### src/hw/irpe_map.svh
// Offsets, field positions, reset values and timing counts of the infrared pulse endec
`ifndef IRPE_MAP_SVH
`define IRPE_MAP_SVH

// Register byte addresses
`define IRPE_ADDR_CTRL 8'h00
`define IRPE_ADDR_STATUS 8'h04
`define IRPE_ADDR_WORD 8'h08

// Control word and control register layout
`define IRPE_RATE_LSB 0
`define IRPE_RATE_MSB 3
`define IRPE_WIDTH_BIT 4
`define IRPE_RATE_DEFAULT 4'h6
`define IRPE_WIDTH_DEFAULT 1'b0
`define IRPE_RATE_LAST 4'hc

// Status register layout
`define IRPE_ST_MODE_BIT 0
`define IRPE_ST_PEND_BIT 1
`define IRPE_ST_TXBUSY_BIT 2
`define IRPE_ST_RXBUSY_BIT 3

// Reference clock synthesis: system 50 MHz, reference 3.6864 MHz (both in units of 100 Hz)
`define IRPE_SYS_HZ100 19'd500000
`define IRPE_REF_HZ100 19'd36864

// Fixed pulse: 1627 ns, as whole reference periods rounded up
`define IRPE_FIXED_PULSE_NS 1627
`define IRPE_FIXED_PULSE_REF ((`IRPE_FIXED_PULSE_NS * 36864 + 9999999) / 10000000)
// Three sixteenths of a bit
`define IRPE_PULSE_16THS 3
// Sixteenth ticks per bit
`define IRPE_TICKS_PER_BIT 16
// Start bit is checked at its middle
`define IRPE_START_MID 7

`endif

### src/hw/irpe_pkg.sv
// Types shared by the infrared pulse endec modules
package irpe_pkg;

    // Rate and pulse width currently in force
    typedef struct packed {
        logic width_316;
        logic [3:0] rate;
    } irpe_cfg_t;

    // Receiver for the control word character
    typedef enum logic [1:0] {
        IRPE_RX_IDLE,
        IRPE_RX_START,
        IRPE_RX_DATA,
        IRPE_RX_STOP
    } irpe_uart_st_t;

    // Reference periods per sixteenth of a bit for each of the 13 rates
    function automatic logic [7:0] irpe_div16(input logic [3:0] rate);
        logic [7:0] div;
        div = 8'h18;
        unique case (rate)
            4'h0: div = 8'h02; // 115200
            4'h1: div = 8'h04; // 57600
            4'h2: div = 8'h06; // 38400
            4'h3: div = 8'h08; // 28800
            4'h4: div = 8'h0c; // 19200
            4'h5: div = 8'h10; // 14400
            4'h6: div = 8'h18; // 9600
            4'h7: div = 8'h20; // 7200
            4'h8: div = 8'h30; // 4800
            4'h9: div = 8'h40; // 3600
            4'ha: div = 8'h60; // 2400
            4'hb: div = 8'h80; // 1800
            4'hc: div = 8'hc0; // 1200
            default: div = 8'h18;
        endcase
        return div;
    endfunction

endpackage

### src/hw/irpe_tx_shaper.sv
// Transmit shaper: turns each low host bit into one short infrared pulse
`timescale 1ns/1ns
`default_nettype none
`include "irpe_map.svh"

module irpe_tx_shaper import irpe_pkg::*; (
    input wire logic i_clk,
    input wire logic i_srst,
    input wire logic i_en,
    input wire logic i_ref_tick,
    input wire logic i_tick16,
    input wire logic i_tx_low,
    input wire logic i_width316,
    output logic o_ir_tx,
    output logic o_busy
);

    typedef struct packed {
        logic arm;
        logic active;
        logic [3:0] phase;
        logic pulse;
        logic [3:0] plen;
    } irpe_tx_state_t;

    irpe_tx_state_t s_q;
    irpe_tx_state_t s_d;

    // Bit phase tracking and pulse timing
    always_comb begin
        s_d = s_q;
        if (!i_en) begin
            s_d = '0;
        end else begin
            // End the running pulse
            if (s_q.pulse) begin
                if (i_width316 && i_tick16) begin
                    s_d.plen = 4'(s_q.plen + 4'h1);
                    if (s_q.plen == 4'(`IRPE_PULSE_16THS - 1)) begin
                        s_d.pulse = 1'b0;
                    end
                end else if (!i_width316 && i_ref_tick) begin
                    s_d.plen = 4'(s_q.plen + 4'h1);
                    if (s_q.plen == 4'(`IRPE_FIXED_PULSE_REF - 1)) begin
                        s_d.pulse = 1'b0;
                    end
                end
            end
            // Fixed pulse waits for a reference tick so that it spans whole periods
            if (s_q.arm) begin
                if (!i_tx_low) begin
                    s_d.arm = 1'b0;
                end else if (i_ref_tick) begin
                    s_d.arm = 1'b0;
                    s_d.pulse = 1'b1;
                    s_d.plen = 4'h0;
                end
            end
            // Start a pulse at the head of each low bit
            if (!s_q.active) begin
                if (i_tx_low) begin
                    s_d.active = 1'b1;
                    s_d.phase = 4'h0;
                    s_d.pulse = i_width316;
                    s_d.arm = !i_width316;
                    s_d.plen = 4'h0;
                end
            end else if (i_tick16) begin
                s_d.phase = 4'(s_q.phase + 4'h1);
                if (s_q.phase == 4'(`IRPE_TICKS_PER_BIT - 1)) begin
                    if (i_tx_low) begin
                        s_d.pulse = i_width316;
                        s_d.arm = !i_width316;
                        s_d.plen = 4'h0;
                    end else begin
                        s_d.active = 1'b0;
                    end
                end
            end
        end
    end

    always_ff @(posedge i_clk) begin
        if (i_srst) begin
            s_q <= '0;
        end else begin
            s_q <= s_d;
        end
    end

    assign o_ir_tx = s_q.pulse;
    assign o_busy = s_q.active;

endmodule // irpe_tx_shaper
`default_nettype wire

### src/hw/irpe_rx_stretch.sv
// Receive stretcher: widens each infrared pulse to one full low bit
`timescale 1ns/1ns
`default_nettype none
`include "irpe_map.svh"

module irpe_rx_stretch import irpe_pkg::*; (
    input wire logic i_clk,
    input wire logic i_srst,
    input wire logic i_en,
    input wire logic i_tick16,
    input wire logic i_rx_low,
    output logic o_host_rx,
    output logic o_busy
);

    typedef struct packed {
        logic prev_low;
        logic active;
        logic [3:0] cnt;
        logic out;
    } irpe_rx_state_t;

    irpe_rx_state_t s_q;
    irpe_rx_state_t s_d;

    // A new pulse restarts the bit; otherwise count sixteen ticks
    always_comb begin
        s_d = s_q;
        s_d.prev_low = i_rx_low;
        if (!i_en) begin
            s_d.active = 1'b0;
            s_d.cnt = 4'h0;
            s_d.out = 1'b1;
        end else if (i_rx_low && !s_q.prev_low) begin
            s_d.active = 1'b1;
            s_d.cnt = 4'h0;
            s_d.out = 1'b0;
        end else if (s_q.active && i_tick16) begin
            s_d.cnt = 4'(s_q.cnt + 4'h1);
            if (s_q.cnt == 4'(`IRPE_TICKS_PER_BIT - 1)) begin
                s_d.active = 1'b0;
                s_d.out = 1'b1;
            end
        end
    end

    always_ff @(posedge i_clk) begin
        if (i_srst) begin
            s_q <= '{prev_low: 1'b0, active: 1'b0, cnt: 4'h0, out: 1'b1};
        end else begin
            s_q <= s_d;
        end
    end

    assign o_host_rx = s_q.out;
    assign o_busy = s_q.active;

endmodule // irpe_rx_stretch
`default_nettype wire

### src/hw/irpe_top.sv
// Infrared pulse endec: reference clock, baud generator, control word, APB registers
//
// Implementation choices: register access over APB and the placing of the registers.
`timescale 1ns/1ns
`default_nettype none
`include "irpe_map.svh"

module irpe_top import irpe_pkg::*; (
    input wire logic I_REF_CLK,
    input wire logic I_SRST,
    input wire logic I_PROGRAM_MODE_SELECT,
    input wire logic I_HOST_TX_IN,
    input wire logic I_IR_RX_IN,
    output logic O_IR_TX_OUT,
    output logic O_HOST_RX_OUT,
    output logic O_TRANSCEIVER_SHUTDOWN_OUT,
    input wire logic I_PSEL,
    input wire logic I_PENABLE,
    input wire logic I_PWRITE,
    input wire logic [7:0] I_PADDR,
    input wire logic [31:0] I_PWDATA,
    output logic [31:0] O_PRDATA,
    output logic O_PREADY,
    output logic O_PSLVERR
);

    ////////////////////////////////////////////////////////////////////////////
    // State

    typedef struct packed {
        logic tx_s1;
        logic tx_s2;
        logic rx_s1;
        logic rx_s2;
        logic md_s1;
        logic md_s2;
        logic md_prev;
        logic [18:0] nco;
        logic ref_tick;
        logic [7:0] bcnt;
        logic tick16;
        irpe_cfg_t cfg;
        logic [7:0] pend;
        logic pend_valid;
        irpe_uart_st_t ust;
        logic [3:0] ucnt;
        logic [2:0] ubits;
        logic [7:0] ushift;
        logic pready;
        logic pslverr;
        logic [31:0] prdata;
    } irpe_top_state_t;

    irpe_top_state_t s_q;
    irpe_top_state_t s_d;

    logic tx_busy;
    logic rx_busy;
    logic data_mode;
    logic apb_access;
    logic apb_done;
    logic addr_ok;
    logic [7:0] div16;

    // Synchronised mode select: low is data mode
    assign data_mode = !s_q.md_s2;
    assign div16 = irpe_div16(s_q.cfg.rate);
    assign apb_access = I_PSEL && I_PENABLE;
    assign apb_done = apb_access && s_q.pready;
    assign addr_ok = (I_PADDR == `IRPE_ADDR_CTRL) || (I_PADDR == `IRPE_ADDR_STATUS) ||
                     (I_PADDR == `IRPE_ADDR_WORD);

    ////////////////////////////////////////////////////////////////////////////
    // Next-state logic

    always_comb begin
        s_d = s_q;

        // Two-stage synchronisers for the pins
        s_d.tx_s1 = I_HOST_TX_IN;
        s_d.tx_s2 = s_q.tx_s1;
        s_d.rx_s1 = I_IR_RX_IN;
        s_d.rx_s2 = s_q.rx_s1;
        s_d.md_s1 = I_PROGRAM_MODE_SELECT;
        s_d.md_s2 = s_q.md_s1;
        s_d.md_prev = s_q.md_s2;

        // Fractional divider makes the 3.6864 MHz reference tick
        if (s_q.nco >= 19'(`IRPE_SYS_HZ100 - `IRPE_REF_HZ100)) begin
            s_d.nco = 19'(s_q.nco + `IRPE_REF_HZ100 - `IRPE_SYS_HZ100);
            s_d.ref_tick = 1'b1;
        end else begin
            s_d.nco = 19'(s_q.nco + `IRPE_REF_HZ100);
            s_d.ref_tick = 1'b0;
        end

        // Baud generator: one tick per sixteenth of a bit
        s_d.tick16 = 1'b0;
        if (s_q.ref_tick) begin
            if (s_q.bcnt >= 8'(div16 - 8'h01)) begin
                s_d.bcnt = 8'h00;
                s_d.tick16 = 1'b1;
            end else begin
                s_d.bcnt = 8'(s_q.bcnt + 8'h01);
            end
        end

        // Control word receiver, active only in programming mode
        if (!s_q.md_s2) begin
            s_d.ust = IRPE_RX_IDLE;
            s_d.ucnt = 4'h0;
        end else begin
            unique case (s_q.ust)
                IRPE_RX_IDLE: begin
                    if (!s_q.tx_s2) begin
                        s_d.ust = IRPE_RX_START;
                        s_d.ucnt = 4'h0;
                    end
                end
                IRPE_RX_START: begin
                    if (s_q.tick16) begin
                        s_d.ucnt = 4'(s_q.ucnt + 4'h1);
                        if (s_q.ucnt == 4'(`IRPE_START_MID)) begin
                            s_d.ucnt = 4'h0;
                            s_d.ubits = 3'h0;
                            s_d.ust = s_q.tx_s2 ? IRPE_RX_IDLE : IRPE_RX_DATA;
                        end
                    end
                end
                IRPE_RX_DATA: begin
                    if (s_q.tick16) begin
                        s_d.ucnt = 4'(s_q.ucnt + 4'h1);
                        if (s_q.ucnt == 4'(`IRPE_TICKS_PER_BIT - 1)) begin
                            s_d.ushift = {s_q.tx_s2, s_q.ushift[7:1]};
                            s_d.ubits = 3'(s_q.ubits + 3'h1);
                            if (s_q.ubits == 3'h7) begin
                                s_d.ust = IRPE_RX_STOP;
                            end
                        end
                    end
                end
                IRPE_RX_STOP: begin
                    if (s_q.tick16) begin
                        s_d.ucnt = 4'(s_q.ucnt + 4'h1);
                        if (s_q.ucnt == 4'(`IRPE_TICKS_PER_BIT - 1)) begin
                            s_d.ust = IRPE_RX_IDLE;
                            if (s_q.tx_s2) begin
                                s_d.pend = s_q.ushift;
                                s_d.pend_valid = 1'b1;
                            end
                        end
                    end
                end
            endcase
        end

        // Stored word takes effect on the fall of mode select
        if (s_q.md_prev && !s_q.md_s2 && s_q.pend_valid) begin
            s_d.pend_valid = 1'b0;
            if (s_q.pend[`IRPE_RATE_MSB:`IRPE_RATE_LSB] <= `IRPE_RATE_LAST) begin
                s_d.cfg.rate = s_q.pend[`IRPE_RATE_MSB:`IRPE_RATE_LSB];
                s_d.cfg.width_316 = s_q.pend[`IRPE_WIDTH_BIT];
                s_d.bcnt = 8'h00;
            end
        end

        // APB slave: one wait state, then answer
        s_d.pready = 1'b0;
        s_d.pslverr = 1'b0;
        if (apb_access && !s_q.pready) begin
            s_d.pready = 1'b1;
            s_d.pslverr = !addr_ok;
            s_d.prdata = 32'h0;
            if (!I_PWRITE) begin
                unique case (I_PADDR)
                    `IRPE_ADDR_CTRL: s_d.prdata = {27'h0, s_q.cfg};
                    `IRPE_ADDR_STATUS: s_d.prdata = {28'h0, rx_busy, tx_busy,
                                                     s_q.pend_valid, s_q.md_s2};
                    `IRPE_ADDR_WORD: s_d.prdata = {24'h0, s_q.pend};
                    default: s_d.prdata = 32'h0;
                endcase
            end
        end

        // Software write to control sets rate and width directly
        if (apb_done && I_PWRITE && (I_PADDR == `IRPE_ADDR_CTRL)) begin
            if (I_PWDATA[`IRPE_RATE_MSB:`IRPE_RATE_LSB] <= `IRPE_RATE_LAST) begin
                s_d.cfg.rate = I_PWDATA[`IRPE_RATE_MSB:`IRPE_RATE_LSB];
                s_d.cfg.width_316 = I_PWDATA[`IRPE_WIDTH_BIT];
                s_d.bcnt = 8'h00;
            end
        end
    end

    ////////////////////////////////////////////////////////////////////////////
    // Registers

    // Reset clears the state but presets the transmit and receive pin synchronisers high, halts the reference and loads 9600 bit/s, fixed width
    always_ff @(posedge I_REF_CLK) begin
        if (I_SRST) begin
            s_q <= '0;
            s_q.tx_s1 <= 1'b1;
            s_q.tx_s2 <= 1'b1;
            s_q.rx_s1 <= 1'b1;
            s_q.rx_s2 <= 1'b1;
            s_q.ust <= IRPE_RX_IDLE;
            s_q.cfg.rate <= `IRPE_RATE_DEFAULT;
            s_q.cfg.width_316 <= `IRPE_WIDTH_DEFAULT;
        end else begin
            s_q <= s_d;
        end
    end

    ////////////////////////////////////////////////////////////////////////////
    // Pulse shaping paths

    // Transmit path, silent in programming mode
    irpe_tx_shaper u_tx (
        .i_clk(I_REF_CLK),
        .i_srst(I_SRST),
        .i_en(data_mode),
        .i_ref_tick(s_q.ref_tick),
        .i_tick16(s_q.tick16),
        .i_tx_low(!s_q.tx_s2),
        .i_width316(s_q.cfg.width_316),
        .o_ir_tx(O_IR_TX_OUT),
        .o_busy(tx_busy)
    );

    // Receive path, idle high in programming mode
    irpe_rx_stretch u_rx (
        .i_clk(I_REF_CLK),
        .i_srst(I_SRST),
        .i_en(data_mode),
        .i_tick16(s_q.tick16),
        .i_rx_low(!s_q.rx_s2),
        .o_host_rx(O_HOST_RX_OUT),
        .o_busy(rx_busy)
    );

    // Outputs
    assign O_TRANSCEIVER_SHUTDOWN_OUT = !I_SRST;
    assign O_PREADY = s_q.pready;
    assign O_PSLVERR = s_q.pslverr;
    assign O_PRDATA = s_q.prdata;

endmodule // irpe_top
`default_nettype wire

### config.mk
export PLATFORM = sky130hd
export DESIGN_NAME = irpe_top
export DESIGN_NICKNAME = d
export VERILOG_FILES = /design/src/hw/irpe_pkg.sv /design/src/hw/irpe_tx_shaper.sv /design/src/hw/irpe_rx_stretch.sv /design/src/hw/irpe_top.sv
export VERILOG_INCLUDE_DIRS = /design/src /design/src/hw
export SDC_FILE = /design/constraint.sdc
export NUM_CORES = 1
export LEC_CHECK = 0
export ABC_AREA = 1
export BUFFER_PORTS_ARGS = -buffer_cell sky130_fd_sc_hd__buf_2
export CORE_ASPECT_RATIO = 1.5
export CORE_MARGIN = 4
export CORE_UTILIZATION = 50
export CTS_CLUSTER_SIZE = 20
export DETAILED_ROUTE_END_ITERATION = 8
export PLACE_DENSITY_LB_ADDON = 0.15
export SYNTH_ARGS = -nofsm -noshare
export SYNTH_HDL_FRONTEND = slang
export SYNTH_SLANG_ARGS = --single-unit
### constraint.sdc
create_clock -name I_REF_CLK -period 3.3 [get_ports I_REF_CLK]
set_clock_uncertainty 0.05 [all_clocks]
set_input_delay 0.33 -clock I_REF_CLK [delete_from_list [all_inputs] [get_ports I_REF_CLK]]
set_output_delay 0.33 -clock I_REF_CLK [all_outputs]
set_load 0.01 [all_outputs]
==> out/qor.yml <==
placement:
  place_congestion: 0.875
  placed_cells: 818
  place_ws_ns: 0.957
  numPortBuffers: 33
  place_hpwl_mm: 7.70
worst_setup_path:
  crit_path_cell_trace: "inv_1, ha_1, nand2_1, nor3_1, xor2_1, inv_1, ha_1, nand2_1, nor2_1, a211oi_1, nand2_1, nand2_1, nand2_1, nor2_1"
  reg2regPathDepth: 14
  timing_worst_setup_path_type: "flip-flop to flip-flop"
  crit_cells: 14
  crit_buf_inv: 2
  worstSetupEndpointType: "flip-flop"
  slowest_delay_ns: 0.32
  worst_path_most_repeated_cell: "nand2_1"
  path_delay_family: "simple AND/OR/NAND/NOR gates"
  cpMaxStageDelayCell: "dfxtp_1"
  arrival_ns: 2.56
  critPathRequiredTime_ns: 3.53
  cp_max_fo: 8
  start_kind: "flip-flop"
route:
  wl_mm: 10.0
  avgRoutedWirePerCell_um: 12.0
  via_per_inst: 5.03
  postRouteAntennaNets: 0
  firstDrtPassIters: 4
  num_vias: 4199
  drc: 0
  drt_iter0_drc: 201
clocking:
  cts_tree: "done"
  cts_buffers: 9
  clk_pin_slew_ns: 0.07
  htreeDepth: 3
  clock_latency_ns: 0.34
  cts_max_path_buffers: 2
  clockRootBuffer: "clkbuf_16"
  post-cts-setup-buffers: 0
  cts.sinks: 97
  cts.repair.resized: 0
  cts_hold_buffers: 0
min_path:
  hp-class: "primary input to flip-flop"
  whs_path_depth: 2
timing:
  rsz0062_at_grt: "false"
  slew_headroom: 0.628
  timing.final.crit_period_ns: 2.33
  fin_ws_ns: 0.973
  period_share: 0.705
  tns_ns: 0
  finalSetupViolations: 0
  tightest_slew_ns: 0.558
  max_freq_mhz: 430
  hold_viol: 0
  maxSlewViolCount: 0
layout:
  mostFrequentLayoutCells: "nand2_1, dfxtp_1, inv_1"
  antenna_cells: 0
  layout-drive-gt1-share: 0.148
  syn2layout_area_growth_pct: 6.84
  final_common_cell: "nand2_1"
  fin_util: 0.545
  fillers: 1014
  final-instance-count-excl-fill: 834
  nNetsFinal: 784
global_routing:
  grt_start_max_net_pins: 34
  grt_pass1_vias: 4220
  track_usage: 0.178
  gr-total-overflow: 0
  antenna_found_initial: 0
  grt_pass1_wl_mm: 17.9
synthesis:
  yosysUniqueCellTypes: 43
  yosysTopAreaCell: "dfxtp_1"
  synth_top_area_share: 0.375
  ys.warnings.count: 0
  syn_area_mm2: 0.00517
  yosys-top-cells-area: "dfxtp_1, nand2_1, a21oi_1"
  synth_seq_cells: 97
  postSynthCellCount: 692
  syn_area_per_cell_um2: 7.48
  ys_seq_area_frac: 0.375
power:
  ir_worst_vdd_mv: 0.246
  power_leakage_nw: 2.44
  power_density_mw_per_mm2: 423
floorplan:
  core-area_mm2: 0.0101
  die-area_mm2: 0.0121
  die_y_um: 133
  start_util: 0.510
  ioPinCount: 85
  rows: 45
  die_w_um: 91.1
run_status:
  outcome: "complete, no violations"
job:
  timing.max_cap.violations: 0
## per-layer routing
layer  track usage  up-vias  share of wire
li1              -     2205              -
met1         0.190     1908           0.42
met2         0.338       64           0.52
met3        0.0256       22          0.029
met4        0.0847        0          0.029
met5             0        -              0
## Yosys cell counts
cell type	number
nand3_2	4
buf_2	6
a32oi_1	1
a31oi_1	2
o21ai_0	31
nand2_2	8
and3_1	3
nand3b_1	2
inv_2	11
a21oi_1	61
nand3_4	2
or2_1	1
nor3_4	1
nor4_1	2
nand4_1	8
inv_1	69
a21boi_0	1
nor2b_2	1
dfxtp_1	97
a211oi_1	3
nand2_4	3
o21ai_1	9
nor2_1	66
or2_2	8
nor2_2	10
a21oi_2	1
buf_4	36
xor2_1	13
nor3_1	10
conb_1	1
o21ai_4	1
nor2_8	2
mux2i_1	1
clkbuf_1	3
buf_6	3
nor2_4	3
ha_1	24
nand3_1	40
xnor2_1	8
nor3b_1	1
nand2_1	133
o21bai_4	1
nor3_2	1
## flip-flops by register name (all words and copies together), names as in the netlist
signal / cells
O_PRDATA: 8
u_rx.o_host_rx: 1
O_PSLVERR: 1
u_rx.s_q: 5
s_q: 58
u_tx.o_busy: 1
div16: 7
u_rx.o_busy: 1
s_d: 4
O_PREADY: 1
u_tx.o_ir_tx: 1
u_tx.s_q: 9
## cell type report
type	instances	area (um2)	share of cell area
sequential	97	1940	0.351
multi-input combinational	490	2670	0.483
clock buffer	13	270	0.0489
inverter	80	300	0.0543
tap	117	146	0.0265
clock inverter	3	23.8	0.00430
timing repair buffer	34	173	0.0312
## where the power goes
group	internal, mW	leakage, nW	switching [mW]
logic	0.0409	1.52	0.0876
registers	1.18	0.785	0.0140
clock network	0.574	0.138	0.435
## final timing paths
check | startpoint | to | slack (ns)
max | div16[1] | s_q[72] | 0.97
min | I_HOST_TX_IN | s_d[99] | 0.12
max reg2reg | div16[1] | s_q[72] | 0.97
min reg2reg | s_d[95] | s_d[94] | 0.35
## metrics by stage
stage	hold slack [ns]	area, um2	power (mW)
after floorplan	0.336	5260	1.34
after CTS	0.109	5530	2.36
after global routing	0.118	5530	2.43
after detailed placement	0.343	5230	1.35
final	0.118	5530	2.34
after global placement	0.342	5230	1.35
## cells by family (layout without fill, tap and decap cells)
| family | after synthesis | count (layout) | synth area share |
|---|---|---|---|
| AOI/OAI and AO/OA | 111 | 111 | 0.116 |
| xor gates and xnor gates | 21 | 21 | 0.0356 |
| adders and majority gates | 24 | 24 | 0.0580 |
| buffers and inverters | 128 | 130 | 0.125 |
| DFF | 97 | 97 | 0.375 |
| muxes | 1 | 1 | 0.00193 |
| other | 1 | 24 | 0.000725 |
| and+or+nand+nor | 309 | 309 | 0.288 |
Power figures use the tool's default switching activity.
